File: src/verilog/pst_pkg.sv
package pst_pkg;

  // ----------------------------------------------------------------------
  // Sizes
  // ----------------------------------------------------------------------
  localparam int NUM_CELLS = 16;
  localparam int NUM_GPIO = 8;
  localparam int THR_W = 8;

  // ----------------------------------------------------------------------
  // Register offsets (8-bit index space)
  // ----------------------------------------------------------------------
  localparam logic [7:0] ADDR_VCTRL = 8'h00;   // voltage_protector_control
  localparam logic [7:0] ADDR_TCTRL = 8'h01;   // temperature_protector_control
  localparam logic [7:0] ADDR_DIAG = 8'h02;    // protector_diag_control
  localparam logic [7:0] ADDR_OV_THR = 8'h03;
  localparam logic [7:0] ADDR_UV_THR = 8'h04;
  localparam logic [7:0] ADDR_OT_THR = 8'h05;
  localparam logic [7:0] ADDR_UT_THR = 8'h06;
  localparam logic [7:0] ADDR_STAT_A = 8'h07;  // protector_fault_status_a
  localparam logic [7:0] ADDR_STAT_B = 8'h08;  // protector_fault_status_b
  localparam logic [7:0] ADDR_UV_BITS = 8'h09;
  localparam logic [7:0] ADDR_OV_BITS = 8'h0A;
  localparam logic [7:0] ADDR_UTOT_BITS = 8'h0B;
  localparam logic [7:0] ADDR_DAC_RB = 8'h0C;
  localparam logic [7:0] ADDR_DAC_SEL = 8'h0D;

  // ----------------------------------------------------------------------
  // Field positions
  // ----------------------------------------------------------------------
  localparam int CTRL_GO_BIT = 0;      // go, self-clearing
  localparam int CTRL_MODE_LSB = 1;    // mode[1:0] at bits 2:1
  localparam int CTRL_LOCK_LSB = 3;    // lock at bits 6:3
  localparam int DIAG_KEEP_BIT = 0;
  localparam int DIAG_CLR_BIT = 1;     // clears fail flags, self-clearing
  localparam int SA_VPAR_BIT = 0;
  localparam int SA_TPAR_BIT = 1;
  localparam int SB_OVC_BIT = 0;
  localparam int SB_UVC_BIT = 1;
  localparam int SB_OTC_BIT = 2;
  localparam int SB_UTC_BIT = 3;
  localparam int SB_VPATH_BIT = 4;
  localparam int SB_TPATH_BIT = 5;
  localparam int SB_ABORT_BIT = 6;

  // ----------------------------------------------------------------------
  // Modes, reset values, timing
  // ----------------------------------------------------------------------
  localparam logic [1:0] MODE_OFF = 2'h0;
  localparam logic [1:0] MODE_RR = 2'h1;
  localparam logic [1:0] MODE_BIST = 2'h2;
  localparam logic [1:0] MODE_SINGLE = 2'h3;
  localparam logic [THR_W-1:0] THR_RST = 8'h00;
  localparam logic [31:0] RD_ZERO = 32'h0000_0000;
  localparam int DAC_SCALE_NUM = 4;    // 0.8 = 4/5
  localparam int DAC_SCALE_DEN = 5;
  localparam int CHK_PERIOD_NS = 800;  // background parity check period
  localparam int CLK_PERIOD_NS = 50;
  localparam int CHK_CYCLES = CHK_PERIOD_NS / CLK_PERIOD_NS;

  // ----------------------------------------------------------------------
  // Types
  // ----------------------------------------------------------------------
  typedef enum logic [5:0] {
    ST_IDLE = 6'h01,
    ST_COMP = 6'h02,
    ST_PRE = 6'h04,
    ST_PATH = 6'h08,
    ST_FORCE = 6'h10,
    ST_DONE = 6'h20
  } pst_state_e;

  typedef struct packed {
    logic [THR_W-1:0] hi;
    logic [THR_W-1:0] lo;
    logic parity;
  } pst_latch_s;

  typedef struct packed {
    logic [7:0] addr;
    logic [31:0] wdata;
    logic wr;
    logic rd;
  } pst_bus_s;

endpackage

File: src/verilog/pst_top.sv
// Chosen here: the address-and-strobe port and the placing of the registers.
`timescale 1ns/1ps
// Summary of operation
// - Enabling a protector latches its threshold settings into the protector.
// - Latched settings are rechecked periodically in the background while running.
// - Voltage mismatch sets voltage parity fail; temperature mismatch sets temperature.
// - Threshold DAC values are multiplexed to the auxiliary ADC for readback.
// - Overvoltage and undervoltage readback equal 0.8 times the threshold setting.
// - Voltage mode 0b10 with go starts the voltage self-test.
// - Voltage comparators checked above and below threshold; failures set flags.
// - Each active cell (cell_active_in) is forced undervoltage; bit and fault output checked, cleared.
// - Each overvoltage bit is forced in turn; bit and fault output checked.
// - Voltage test end turns comparators off; go with 0b01 resumes.
// - A go during a self-test acts at once per current mode.
// - A fault seen before the path step aborts and sets abort flag.
// - Keep-faults bit leaves tested fault bits and fault output asserted.
// - Temperature go with voltage mode field 0b10 starts the temperature self-test.
// - Temperature comparators checked above and below threshold; failures set flags.
// - Each GPIO is pulled up forcing undertemperature; bit and output checked.
// - Each overtemperature bit is forced in turn and checked.
// - Temperature test end turns comparators off; go with voltage mode field 0b01 resumes.
module pst_top (
  input wire logic clk_in,
  input wire logic rst_in,
  input wire logic [7:0] addr_in,
  input wire logic [31:0] wdata_in,
  input wire logic wr_in,
  input wire logic rd_in,
  output logic [31:0] rdata_out,
  input wire logic [pst_pkg::NUM_CELLS-1:0] cell_ov_in,
  input wire logic [pst_pkg::NUM_CELLS-1:0] cell_uv_in,
  input wire logic [pst_pkg::NUM_GPIO-1:0] gpio_ot_in,
  input wire logic [pst_pkg::NUM_GPIO-1:0] gpio_ut_in,
  input wire logic [3:0] cmp_ok_in,
  input wire logic [pst_pkg::NUM_CELLS-1:0] cell_active_in,
  input wire logic fault_seen_in,
  output logic [pst_pkg::NUM_CELLS-1:0] cell_open_out,
  output logic [pst_pkg::NUM_GPIO-1:0] gpio_pullup_out,
  output logic [3:0] cmp_test_out,
  output logic [1:0] cmp_on_out,
  output logic [pst_pkg::THR_W-1:0] aux_dac_out,
  output logic fault_output_low_out,
  output logic fault_output_low_oe_out
);
  import pst_pkg::*;

  // ----------------------------------------------------------------------
  // Register bus decode
  // ----------------------------------------------------------------------
  pst_bus_s bus;
  assign bus = '{addr: addr_in, wdata: wdata_in, wr: wr_in, rd: rd_in};
  wire wr_vctrl = bus.wr && (bus.addr == ADDR_VCTRL);
  wire wr_tctrl = bus.wr && (bus.addr == ADDR_TCTRL);
  wire wr_diag = bus.wr && (bus.addr == ADDR_DIAG);
  wire v_go = wr_vctrl && bus.wdata[CTRL_GO_BIT];
  wire t_go = wr_tctrl && bus.wdata[CTRL_GO_BIT];
  wire [1:0] v_mode_w = bus.wdata[CTRL_MODE_LSB +: 2];
  wire fail_clr = wr_diag && bus.wdata[DIAG_CLR_BIT];

  logic [6:0] vctrl_r, tctrl_r;
  logic keep_r;
  logic [THR_W-1:0] ov_thr_r, uv_thr_r, ot_thr_r, ut_thr_r;
  logic [1:0] dac_sel_r;

  // Control and threshold registers
  always_ff @(posedge clk_in or posedge rst_in) begin
    if (rst_in) begin
      vctrl_r <= 7'h00;
      tctrl_r <= 7'h00;
      keep_r <= 1'b0;
      ov_thr_r <= THR_RST;
      uv_thr_r <= THR_RST;
      ot_thr_r <= THR_RST;
      ut_thr_r <= THR_RST;
      dac_sel_r <= 2'h0;
    end else if (bus.wr) begin
      if (wr_vctrl) vctrl_r <= {bus.wdata[6:1], 1'b0};
      if (wr_tctrl) tctrl_r <= {bus.wdata[6:1], 1'b0};
      if (wr_diag) keep_r <= bus.wdata[DIAG_KEEP_BIT];
      if (bus.addr == ADDR_OV_THR) ov_thr_r <= bus.wdata[THR_W-1:0];
      if (bus.addr == ADDR_UV_THR) uv_thr_r <= bus.wdata[THR_W-1:0];
      if (bus.addr == ADDR_OT_THR) ot_thr_r <= bus.wdata[THR_W-1:0];
      if (bus.addr == ADDR_UT_THR) ut_thr_r <= bus.wdata[THR_W-1:0];
      if (bus.addr == ADDR_DAC_SEL) dac_sel_r <= bus.wdata[1:0];
    end
  end

  // ----------------------------------------------------------------------
  // Protector run state and latched settings
  // ----------------------------------------------------------------------
  logic [1:0] v_run_r, t_run_r;
  pst_latch_s v_lat_r, t_lat_r;
  pst_state_e v_st_r, t_st_r;
  wire v_en = (v_run_r != MODE_OFF);
  wire t_en = (t_run_r != MODE_OFF);
  wire v_done = (v_st_r == ST_DONE);
  wire t_done = (t_st_r == ST_DONE);

  always_ff @(posedge clk_in or posedge rst_in) begin
    if (rst_in) begin
      v_run_r <= MODE_OFF;
      t_run_r <= MODE_OFF;
      v_lat_r <= '0;
      t_lat_r <= '0;
    end else begin
      if (v_go) begin
        v_run_r <= v_mode_w;
        v_lat_r <= '{hi: ov_thr_r, lo: uv_thr_r, parity: ^{ov_thr_r, uv_thr_r}};
      end else if (v_done) begin
        v_run_r <= MODE_OFF;
      end
      // Temperature go follows the voltage mode field, as the part does
      if (t_go) begin
        t_run_r <= vctrl_r[CTRL_MODE_LSB +: 2];
        t_lat_r <= '{hi: ot_thr_r, lo: ut_thr_r, parity: ^{ot_thr_r, ut_thr_r}};
      end else if (t_done) begin
        t_run_r <= MODE_OFF;
      end
    end
  end

  logic [7:0] chk_cnt_r;
  wire chk_tick = (chk_cnt_r == 8'(CHK_CYCLES - 1));
  always_ff @(posedge clk_in or posedge rst_in) begin
    if (rst_in) chk_cnt_r <= 8'h00;
    else chk_cnt_r <= chk_tick ? 8'h00 : chk_cnt_r + 8'h01;
  end

  wire v_par_bad = chk_tick && v_en && (^{v_lat_r.hi, v_lat_r.lo} != v_lat_r.parity);
  wire t_par_bad = chk_tick && t_en && (^{t_lat_r.hi, t_lat_r.lo} != t_lat_r.parity);

  // ----------------------------------------------------------------------
  // Self-test engines (one per protector, shared shape)
  // ----------------------------------------------------------------------
  logic [3:0] v_ch_r;
  logic [2:0] t_ch_r;
  logic v_ph_r, t_ph_r;          // 0 = force, 1 = check
  logic [NUM_CELLS-1:0] uv_bits_r, ov_bits_r;
  logic [NUM_GPIO-1:0] ut_bits_r, ot_bits_r;
  logic [6:0] stat_b_r;
  logic [1:0] stat_a_r;
  wire v_bist = (v_st_r != ST_IDLE) && (v_st_r != ST_DONE);
  wire t_bist = (t_st_r != ST_IDLE) && (t_st_r != ST_DONE);
  wire v_start = v_go && (v_mode_w == MODE_BIST);
  wire t_start = t_go && (vctrl_r[CTRL_MODE_LSB +: 2] == MODE_BIST);
  wire v_last = (v_ch_r == 4'(NUM_CELLS - 1));
  wire t_last = (t_ch_r == 3'(NUM_GPIO - 1));
  wire fault_any = (|uv_bits_r) || (|ov_bits_r) || (|ut_bits_r) || (|ot_bits_r);

  // Voltage engine sequencing
  // start on mode 0b10
  always_ff @(posedge clk_in or posedge rst_in) begin
    if (rst_in) begin
      v_st_r <= ST_IDLE;
      v_ch_r <= 4'h0;
      v_ph_r <= 1'b0;
    end else if (v_go) begin
      v_st_r <= v_start ? ST_COMP : ST_IDLE;
      v_ch_r <= 4'h0;
      v_ph_r <= 1'b0;
    end else begin
      case (v_st_r)
        ST_IDLE: v_st_r <= ST_IDLE;
        ST_COMP: v_st_r <= ST_PRE;
        ST_PRE: v_st_r <= fault_seen_in ? ST_DONE : ST_PATH;
        ST_PATH, ST_FORCE: begin
          v_ph_r <= ~v_ph_r;
          if (v_ph_r) begin
            v_ch_r <= v_last ? 4'h0 : v_ch_r + 4'h1;
            if (v_last) v_st_r <= (v_st_r == ST_PATH) ? ST_FORCE : ST_DONE;
          end
        end
        ST_DONE: v_st_r <= ST_IDLE;
        default: v_st_r <= ST_IDLE;
      endcase
    end
  end

  // Temperature engine sequencing
  // start on mode 0b10
  always_ff @(posedge clk_in or posedge rst_in) begin
    if (rst_in) begin
      t_st_r <= ST_IDLE;
      t_ch_r <= 3'h0;
      t_ph_r <= 1'b0;
    end else if (t_go) begin
      t_st_r <= t_start ? ST_COMP : ST_IDLE;
      t_ch_r <= 3'h0;
      t_ph_r <= 1'b0;
    end else begin
      case (t_st_r)
        ST_IDLE: t_st_r <= ST_IDLE;
        ST_COMP: t_st_r <= ST_PRE;
        ST_PRE: t_st_r <= fault_seen_in ? ST_DONE : ST_PATH;
        ST_PATH, ST_FORCE: begin
          t_ph_r <= ~t_ph_r;
          if (t_ph_r) begin
            t_ch_r <= t_last ? 3'h0 : t_ch_r + 3'h1;
            if (t_last) t_st_r <= (t_st_r == ST_PATH) ? ST_FORCE : ST_DONE;
          end
        end
        ST_DONE: t_st_r <= ST_IDLE;
        default: t_st_r <= ST_IDLE;
      endcase
    end
  end

  // ----------------------------------------------------------------------
  // Fault bits: real monitoring or engine forcing
  // ----------------------------------------------------------------------
  wire [NUM_CELLS-1:0] v_onehot = NUM_CELLS'(1) << v_ch_r;
  wire [NUM_GPIO-1:0] t_onehot = NUM_GPIO'(1) << t_ch_r;
  wire v_path_act = (v_st_r == ST_PATH) && cell_active_in[v_ch_r];
  wire v_path_chk = v_path_act && v_ph_r;
  wire v_force_chk = (v_st_r == ST_FORCE) && v_ph_r;
  wire t_path_chk = (t_st_r == ST_PATH) && t_ph_r;
  wire t_force_chk = (t_st_r == ST_FORCE) && t_ph_r;
  wire v_clr_ch = v_ph_r && !keep_r;
  wire t_clr_ch = t_ph_r && !keep_r;
  wire v_rr = (v_run_r == MODE_RR) || (v_run_r == MODE_SINGLE);
  wire t_rr = (t_run_r == MODE_RR) || (t_run_r == MODE_SINGLE);

  always_ff @(posedge clk_in or posedge rst_in) begin
    if (rst_in) begin
      uv_bits_r <= '0;
      ov_bits_r <= '0;
      ut_bits_r <= '0;
      ot_bits_r <= '0;
    end else begin
      if (v_rr && !v_bist) begin
        uv_bits_r <= uv_bits_r | cell_uv_in;
        ov_bits_r <= ov_bits_r | cell_ov_in;
      end else if (v_st_r == ST_PATH && v_path_act) begin
        if (!v_ph_r) uv_bits_r <= uv_bits_r | (v_onehot & cell_uv_in);
        else if (v_clr_ch) uv_bits_r <= uv_bits_r & ~v_onehot;
      end else if (v_st_r == ST_FORCE) begin
        // force OV bits one by one
        if (!v_ph_r) ov_bits_r <= ov_bits_r | v_onehot;
        else if (v_clr_ch) ov_bits_r <= ov_bits_r & ~v_onehot;
      end
      if (t_rr && !t_bist) begin
        ut_bits_r <= ut_bits_r | gpio_ut_in;
        ot_bits_r <= ot_bits_r | gpio_ot_in;
      end else if (t_st_r == ST_PATH) begin
        if (!t_ph_r) ut_bits_r <= ut_bits_r | (t_onehot & gpio_ut_in);
        else if (t_clr_ch) ut_bits_r <= ut_bits_r & ~t_onehot;
      end else if (t_st_r == ST_FORCE) begin
        // force OT bits one by one
        if (!t_ph_r) ot_bits_r <= ot_bits_r | t_onehot;
        else if (t_clr_ch) ot_bits_r <= ot_bits_r & ~t_onehot;
      end
    end
  end

  // ----------------------------------------------------------------------
  // Fail flags: set wins over software clear
  // ----------------------------------------------------------------------
  wire [1:0] set_a = {t_par_bad, v_par_bad};
  wire v_cmp = (v_st_r == ST_COMP);
  wire t_cmp = (t_st_r == ST_COMP);
  wire v_path_fail = (v_path_chk && !(uv_bits_r[v_ch_r] && fault_output_low_oe_out))
    || (v_force_chk && !(ov_bits_r[v_ch_r] && fault_output_low_oe_out));
  wire t_path_fail = (t_path_chk && !(ut_bits_r[t_ch_r] && fault_output_low_oe_out))
    || (t_force_chk && !(ot_bits_r[t_ch_r] && fault_output_low_oe_out));
  wire abort_set = ((v_st_r == ST_PRE) || (t_st_r == ST_PRE)) && fault_seen_in;
  wire [6:0] set_b;
  assign set_b = {abort_set, t_path_fail, v_path_fail,
                  t_cmp && !cmp_ok_in[3], t_cmp && !cmp_ok_in[2],
                  v_cmp && !cmp_ok_in[1], v_cmp && !cmp_ok_in[0]};

  always_ff @(posedge clk_in or posedge rst_in) begin
    if (rst_in) begin
      stat_a_r <= 2'h0;
      stat_b_r <= 7'h00;
    end else begin
      stat_a_r <= (fail_clr ? 2'h0 : stat_a_r) | set_a;
      stat_b_r <= (fail_clr ? 7'h00 : stat_b_r) | set_b;
    end
  end

  // ----------------------------------------------------------------------
  // Pins toward the analog front end and fault output
  // ----------------------------------------------------------------------
  // Open-drain: enable pulls the line low while any fault bit stands
  assign fault_output_low_out = 1'b0;
  assign fault_output_low_oe_out = fault_any;
  assign cell_open_out = (v_st_r == ST_PATH) ? (v_onehot & cell_active_in) : '0;
  assign gpio_pullup_out = (t_st_r == ST_PATH) ? t_onehot : '0;
  assign cmp_test_out = {t_cmp, t_cmp, v_cmp, v_cmp};
  assign cmp_on_out = {t_en || t_bist, v_en || v_bist};

  wire [THR_W+2:0] ov_sc = (THR_W+3)'(ov_thr_r) * (THR_W+3)'(DAC_SCALE_NUM);
  wire [THR_W+2:0] uv_sc = (THR_W+3)'(uv_thr_r) * (THR_W+3)'(DAC_SCALE_NUM);
  wire [THR_W+2:0] ov_dac = ov_sc / (THR_W+3)'(DAC_SCALE_DEN);
  wire [THR_W+2:0] uv_dac = uv_sc / (THR_W+3)'(DAC_SCALE_DEN);
  wire [THR_W-1:0] dac_mux = (dac_sel_r == 2'h0) ? ov_dac[THR_W-1:0] :
                             (dac_sel_r == 2'h1) ? uv_dac[THR_W-1:0] :
                             (dac_sel_r == 2'h2) ? ot_thr_r : ut_thr_r;
  always_ff @(posedge clk_in or posedge rst_in) begin
    if (rst_in) aux_dac_out <= THR_RST;
    else aux_dac_out <= dac_mux;
  end

  // ----------------------------------------------------------------------
  // Read data, one cycle after the strobe
  // ----------------------------------------------------------------------
  logic [31:0] rd_mux;
  always_comb begin
    case (bus.addr)
      ADDR_VCTRL: rd_mux = {25'h0, vctrl_r};
      ADDR_TCTRL: rd_mux = {25'h0, tctrl_r};
      ADDR_DIAG: rd_mux = {31'h0, keep_r};
      ADDR_OV_THR: rd_mux = {24'h0, ov_thr_r};
      ADDR_UV_THR: rd_mux = {24'h0, uv_thr_r};
      ADDR_OT_THR: rd_mux = {24'h0, ot_thr_r};
      ADDR_UT_THR: rd_mux = {24'h0, ut_thr_r};
      ADDR_STAT_A: rd_mux = {30'h0, stat_a_r};
      ADDR_STAT_B: rd_mux = {25'h0, stat_b_r};
      ADDR_UV_BITS: rd_mux = {16'h0, uv_bits_r};
      ADDR_OV_BITS: rd_mux = {16'h0, ov_bits_r};
      ADDR_UTOT_BITS: rd_mux = {16'h0, ot_bits_r, ut_bits_r};
      ADDR_DAC_RB: rd_mux = {24'h0, aux_dac_out};
      ADDR_DAC_SEL: rd_mux = {30'h0, dac_sel_r};
      default: rd_mux = RD_ZERO;
    endcase
  end
  always_ff @(posedge clk_in or posedge rst_in) begin
    if (rst_in) rdata_out <= RD_ZERO;
    else rdata_out <= bus.rd ? rd_mux : RD_ZERO;
  end
endmodule
File: config.mk
export PLATFORM = sky130hd
export DESIGN_NAME = pst_top
export DESIGN_NICKNAME = d
export VERILOG_FILES = /design/src/verilog/pst_pkg.sv /design/src/verilog/pst_top.sv
export SDC_FILE = /design/constraint.sdc
export NUM_CORES = 1
export LEC_CHECK = 0
export ABC_AREA = 1
export BUFFER_PORTS_ARGS = -buffer_cell sky130_fd_sc_hd__buf_2
export CAP_MARGIN = 20
export CELL_PAD_IN_SITES_DETAIL_PLACEMENT = 1
export CELL_PAD_IN_SITES_GLOBAL_PLACEMENT = 1
export CORE_ASPECT_RATIO = 0.6
export CORE_MARGIN = 2
export CORE_UTILIZATION = 39
export CTS_CLUSTER_DIAMETER = 150
export CTS_CLUSTER_SIZE = 8
export DETAILED_ROUTE_END_ITERATION = 8
export PLACE_DENSITY_LB_ADDON = 0.1
export SLEW_MARGIN = 40
export SYNTH_ARGS = -nofsm -noshare
export SYNTH_HDL_FRONTEND = slang
export SYNTH_SLANG_ARGS = --single-unit
File: constraint.sdc
create_clock -name clk_in -period 5.5 [get_ports clk_in]
set_input_delay 0.55 -clock clk_in [delete_from_list [all_inputs] [get_ports clk_in]]
set_output_delay 0.55 -clock clk_in [all_outputs]
set_load 0.02 [all_outputs]
==> impl_metrics.tcl <==
set metrics [dict create \
    wl_um 52800 \
    cts_buffers 17 \
    ys_seq_area_share_pct 35.5 \
    grt_pass1_vias 13842 \
    grt_util_all_layers_pct 29.1 \
    cts.sinks 195 \
    syn_inst 1919 \
    place_congestion 0.918 \
    placed_cell_area_sq_um 15200 \
    relSlewSlack_pct 42.2 \
    cap_violations 0 \
    setup_viol 0 \
    fin_area_sq_um 16100 \
    cts_root_buffer "clkbuf_16" \
    ys.flop_type "dfrtp_1" \
    crit_type "flop to flop" \
    yosysTopAreaCell "dfrtp_1" \
    vdd_drop_max_v 0.000212 \
    finalWorstSetupSlack_ns 0.495 \
    port_buffers 143 \
    async_flop_share_pct 100 \
    fp.coreArea_sq_um 34900 \
    setup_tns_ns 0 \
    leakage_nw 8.03 \
    wl_per_cell_um 20.5 \
    min_period_over_period_pct 91.0 \
    worstPathRequired_ns 5.86 \
    hp-class "input port to asynchronous set/reset pin" \
    fillers 4563 \
    yosys_warnings 0 \
    final_nets 2244 \
    die_h_um 149 \
    power_density_nw_per_um2 298 \
    holdBufCountCts 0 \
    end_kind "flop" \
    layout_min_cycle_time_ns 5.00 \
    area_growth_syn_to_layout_pct 17.0 \
    slowest_stage "dfrtp_2" \
    crit_top_cell "nand2_4" \
    tightestPinTransition_ns 0.860 \
    hpwlAfterDp_um 41700 \
    cp_max_fo 7 \
    hold_viol_final 0 \
    yosysMostFrequentCell "nand2_1" \
    drc_errors 0 \
    num_vias 14091 \
    grt_max_degree 101 \
    final_antenna_net_count 0 \
    drtIter0Drc 1292 \
    insertion_delay_ns 0.47 \
    gr-total-overflow 0 \
    io_pins 185 \
    clock_path_buffers 2 \
    synth-edff-count 0 \
    power_mw 4.79 \
    start_util_pct 39.4 \
    syn_area_per_cell_sq_um 7.16 \
    core.rowCount 53 \
    routed_via_density 5.47 \
    final_cells 2576 \
    syn_area_sq_um 13700 \
    register_area_sq_um 4890 \
    clkTransAtPathRegs_ns 0.08 \
    arrival_ns 5.36 \
    multi_input_area_sq_um 7730 \
    die_w_um 246 \
    slew_violations 0 \
    synth.top_cell.area_share_pct 35.1 \
    die-area_sq_um 36800 \
    cpPeakStageDelay_ns 0.44 \
    yosys-top-cells-area "dfrtp_1, nand2_1, o21ai_0, inv_1, nand3_1" \
    whs_ns 0.192 \
    dr.pass1.iters 5 \
    fmax_ghz 0.200 \
    ys_ff_latch 195 \
    r2r_cells 45 \
    status "completed" \
    ys_top_cells_by_count "nand2_1, inv_1, o21ai_0" \
    yosysUniqueCellTypes 59 \
    cts_tree "built" \
    grt_pass1_wl_um 81100 \
    htree_levels 4 \
    drive_gt1_share_pct 19.1 \
    dp.cells 2523 \
    skew_ns 0.0127 \
    pre_cts_slack_ns -0.118 \
    startpoint_type "flop" \
    post-route-util_pct 46.1 \
    antenna_found_initial 4 \
]
[placed cells by master (no fill, tap or decap), types with 26 or more instances in the layout]
| master | instances |
|---|---|
| buf_4 | 65 |
| xor2_1 | 26 |
| inv_1 | 244 |
| o21ai_0 | 203 |
| nor3_1 | 31 |
| nand2_2 | 38 |
| xnor2_1 | 44 |
| dfrtp_1 | 190 |
| buf_2 | 143 |
| ha_1 | 31 |
| nand2_1 | 391 |
| nor2_1 | 152 |
| a21oi_1 | 88 |
| nand3_1 | 117 |
[cell type report]
type                       instances  share of cell area [%]
tap                              467                    3.63
timing repair buffer             210                    7.78
multi-input combinational       1392                    48.0
inverter                         278                    6.58
clock buffer                      19                    2.69
sequential                       195                    30.4
clock inverter                    13                   0.863
antenna                            2                  0.0311
[repair_timing]
action | 4_1_cts | 5_1_grt
hold endpoints to repair | 0 | 0
pin swaps | 0 | 14
setup endpoints to repair | 1 | 3
resized for setup | 9 | 51
setup buffers | 0 | 19
[logic make-up (layout without fill, tap and decap cells)]
logic type      count (synthesis)  after routing  share of synthesized area [%]
simple gates                  840            840                           28.0
other cells                     1             19                         0.0273
flops                         195            195                           35.5
buf+inv                       348            520                           10.1
xor+xnor                       73             73                           4.70
compound gates                418            418                           17.7
fa+ha+maj                      37             37                           3.37
mux                             7              7                          0.573
[final timing paths]
check                                  start                          to  slack [ns]
worst max-delay path             ov_thr_r[3]              aux_dac_out[0]        0.50
worst min-delay path                  rst_in  asynchronous set/reset pin        0.19
worst max register to register   ov_thr_r[3]              aux_dac_out[0]        0.50
worst min register to register  chk_cnt_r[0]                chk_cnt_r[0]        0.47
max in group asynchronous             rst_in                 ov_thr_r[3]        3.92
min in group clk_in             cmp_ok_in[3]                 stat_b_r[3]        0.28
[layer usage]
layer | part of all wire, % | routed length [um] | global-route usage [%]
met1 | 50 | 26500 | 45.3
met2 | 40 | 20900 | 39.1
met3 | 8.6 | 4560 | 7.69
met4 | 1.5 | 780 | 6.57
met5 | 0 | 0 | 0
[critical path, delay by kind of cell (launching register included)]
kind,cells,cell delay (ns)
and+or+nand+nor,34,3.17
buffers and inverters,7,0.49
adders and majority gates,3,0.54
DFF,1,0.44
xor gates and xnor gates,1,0.23
[report_power, final]
| part | switching (mW) | internal (mW) |
|---|---|---|
| logic | 1.23 | 0.700 |
| clock network | 0.631 | 0.641 |
| registers | 0.0873 | 1.50 |
| total | 1.95 | 2.84 |
No activity file was read; power rests on OpenSTA's default activity.
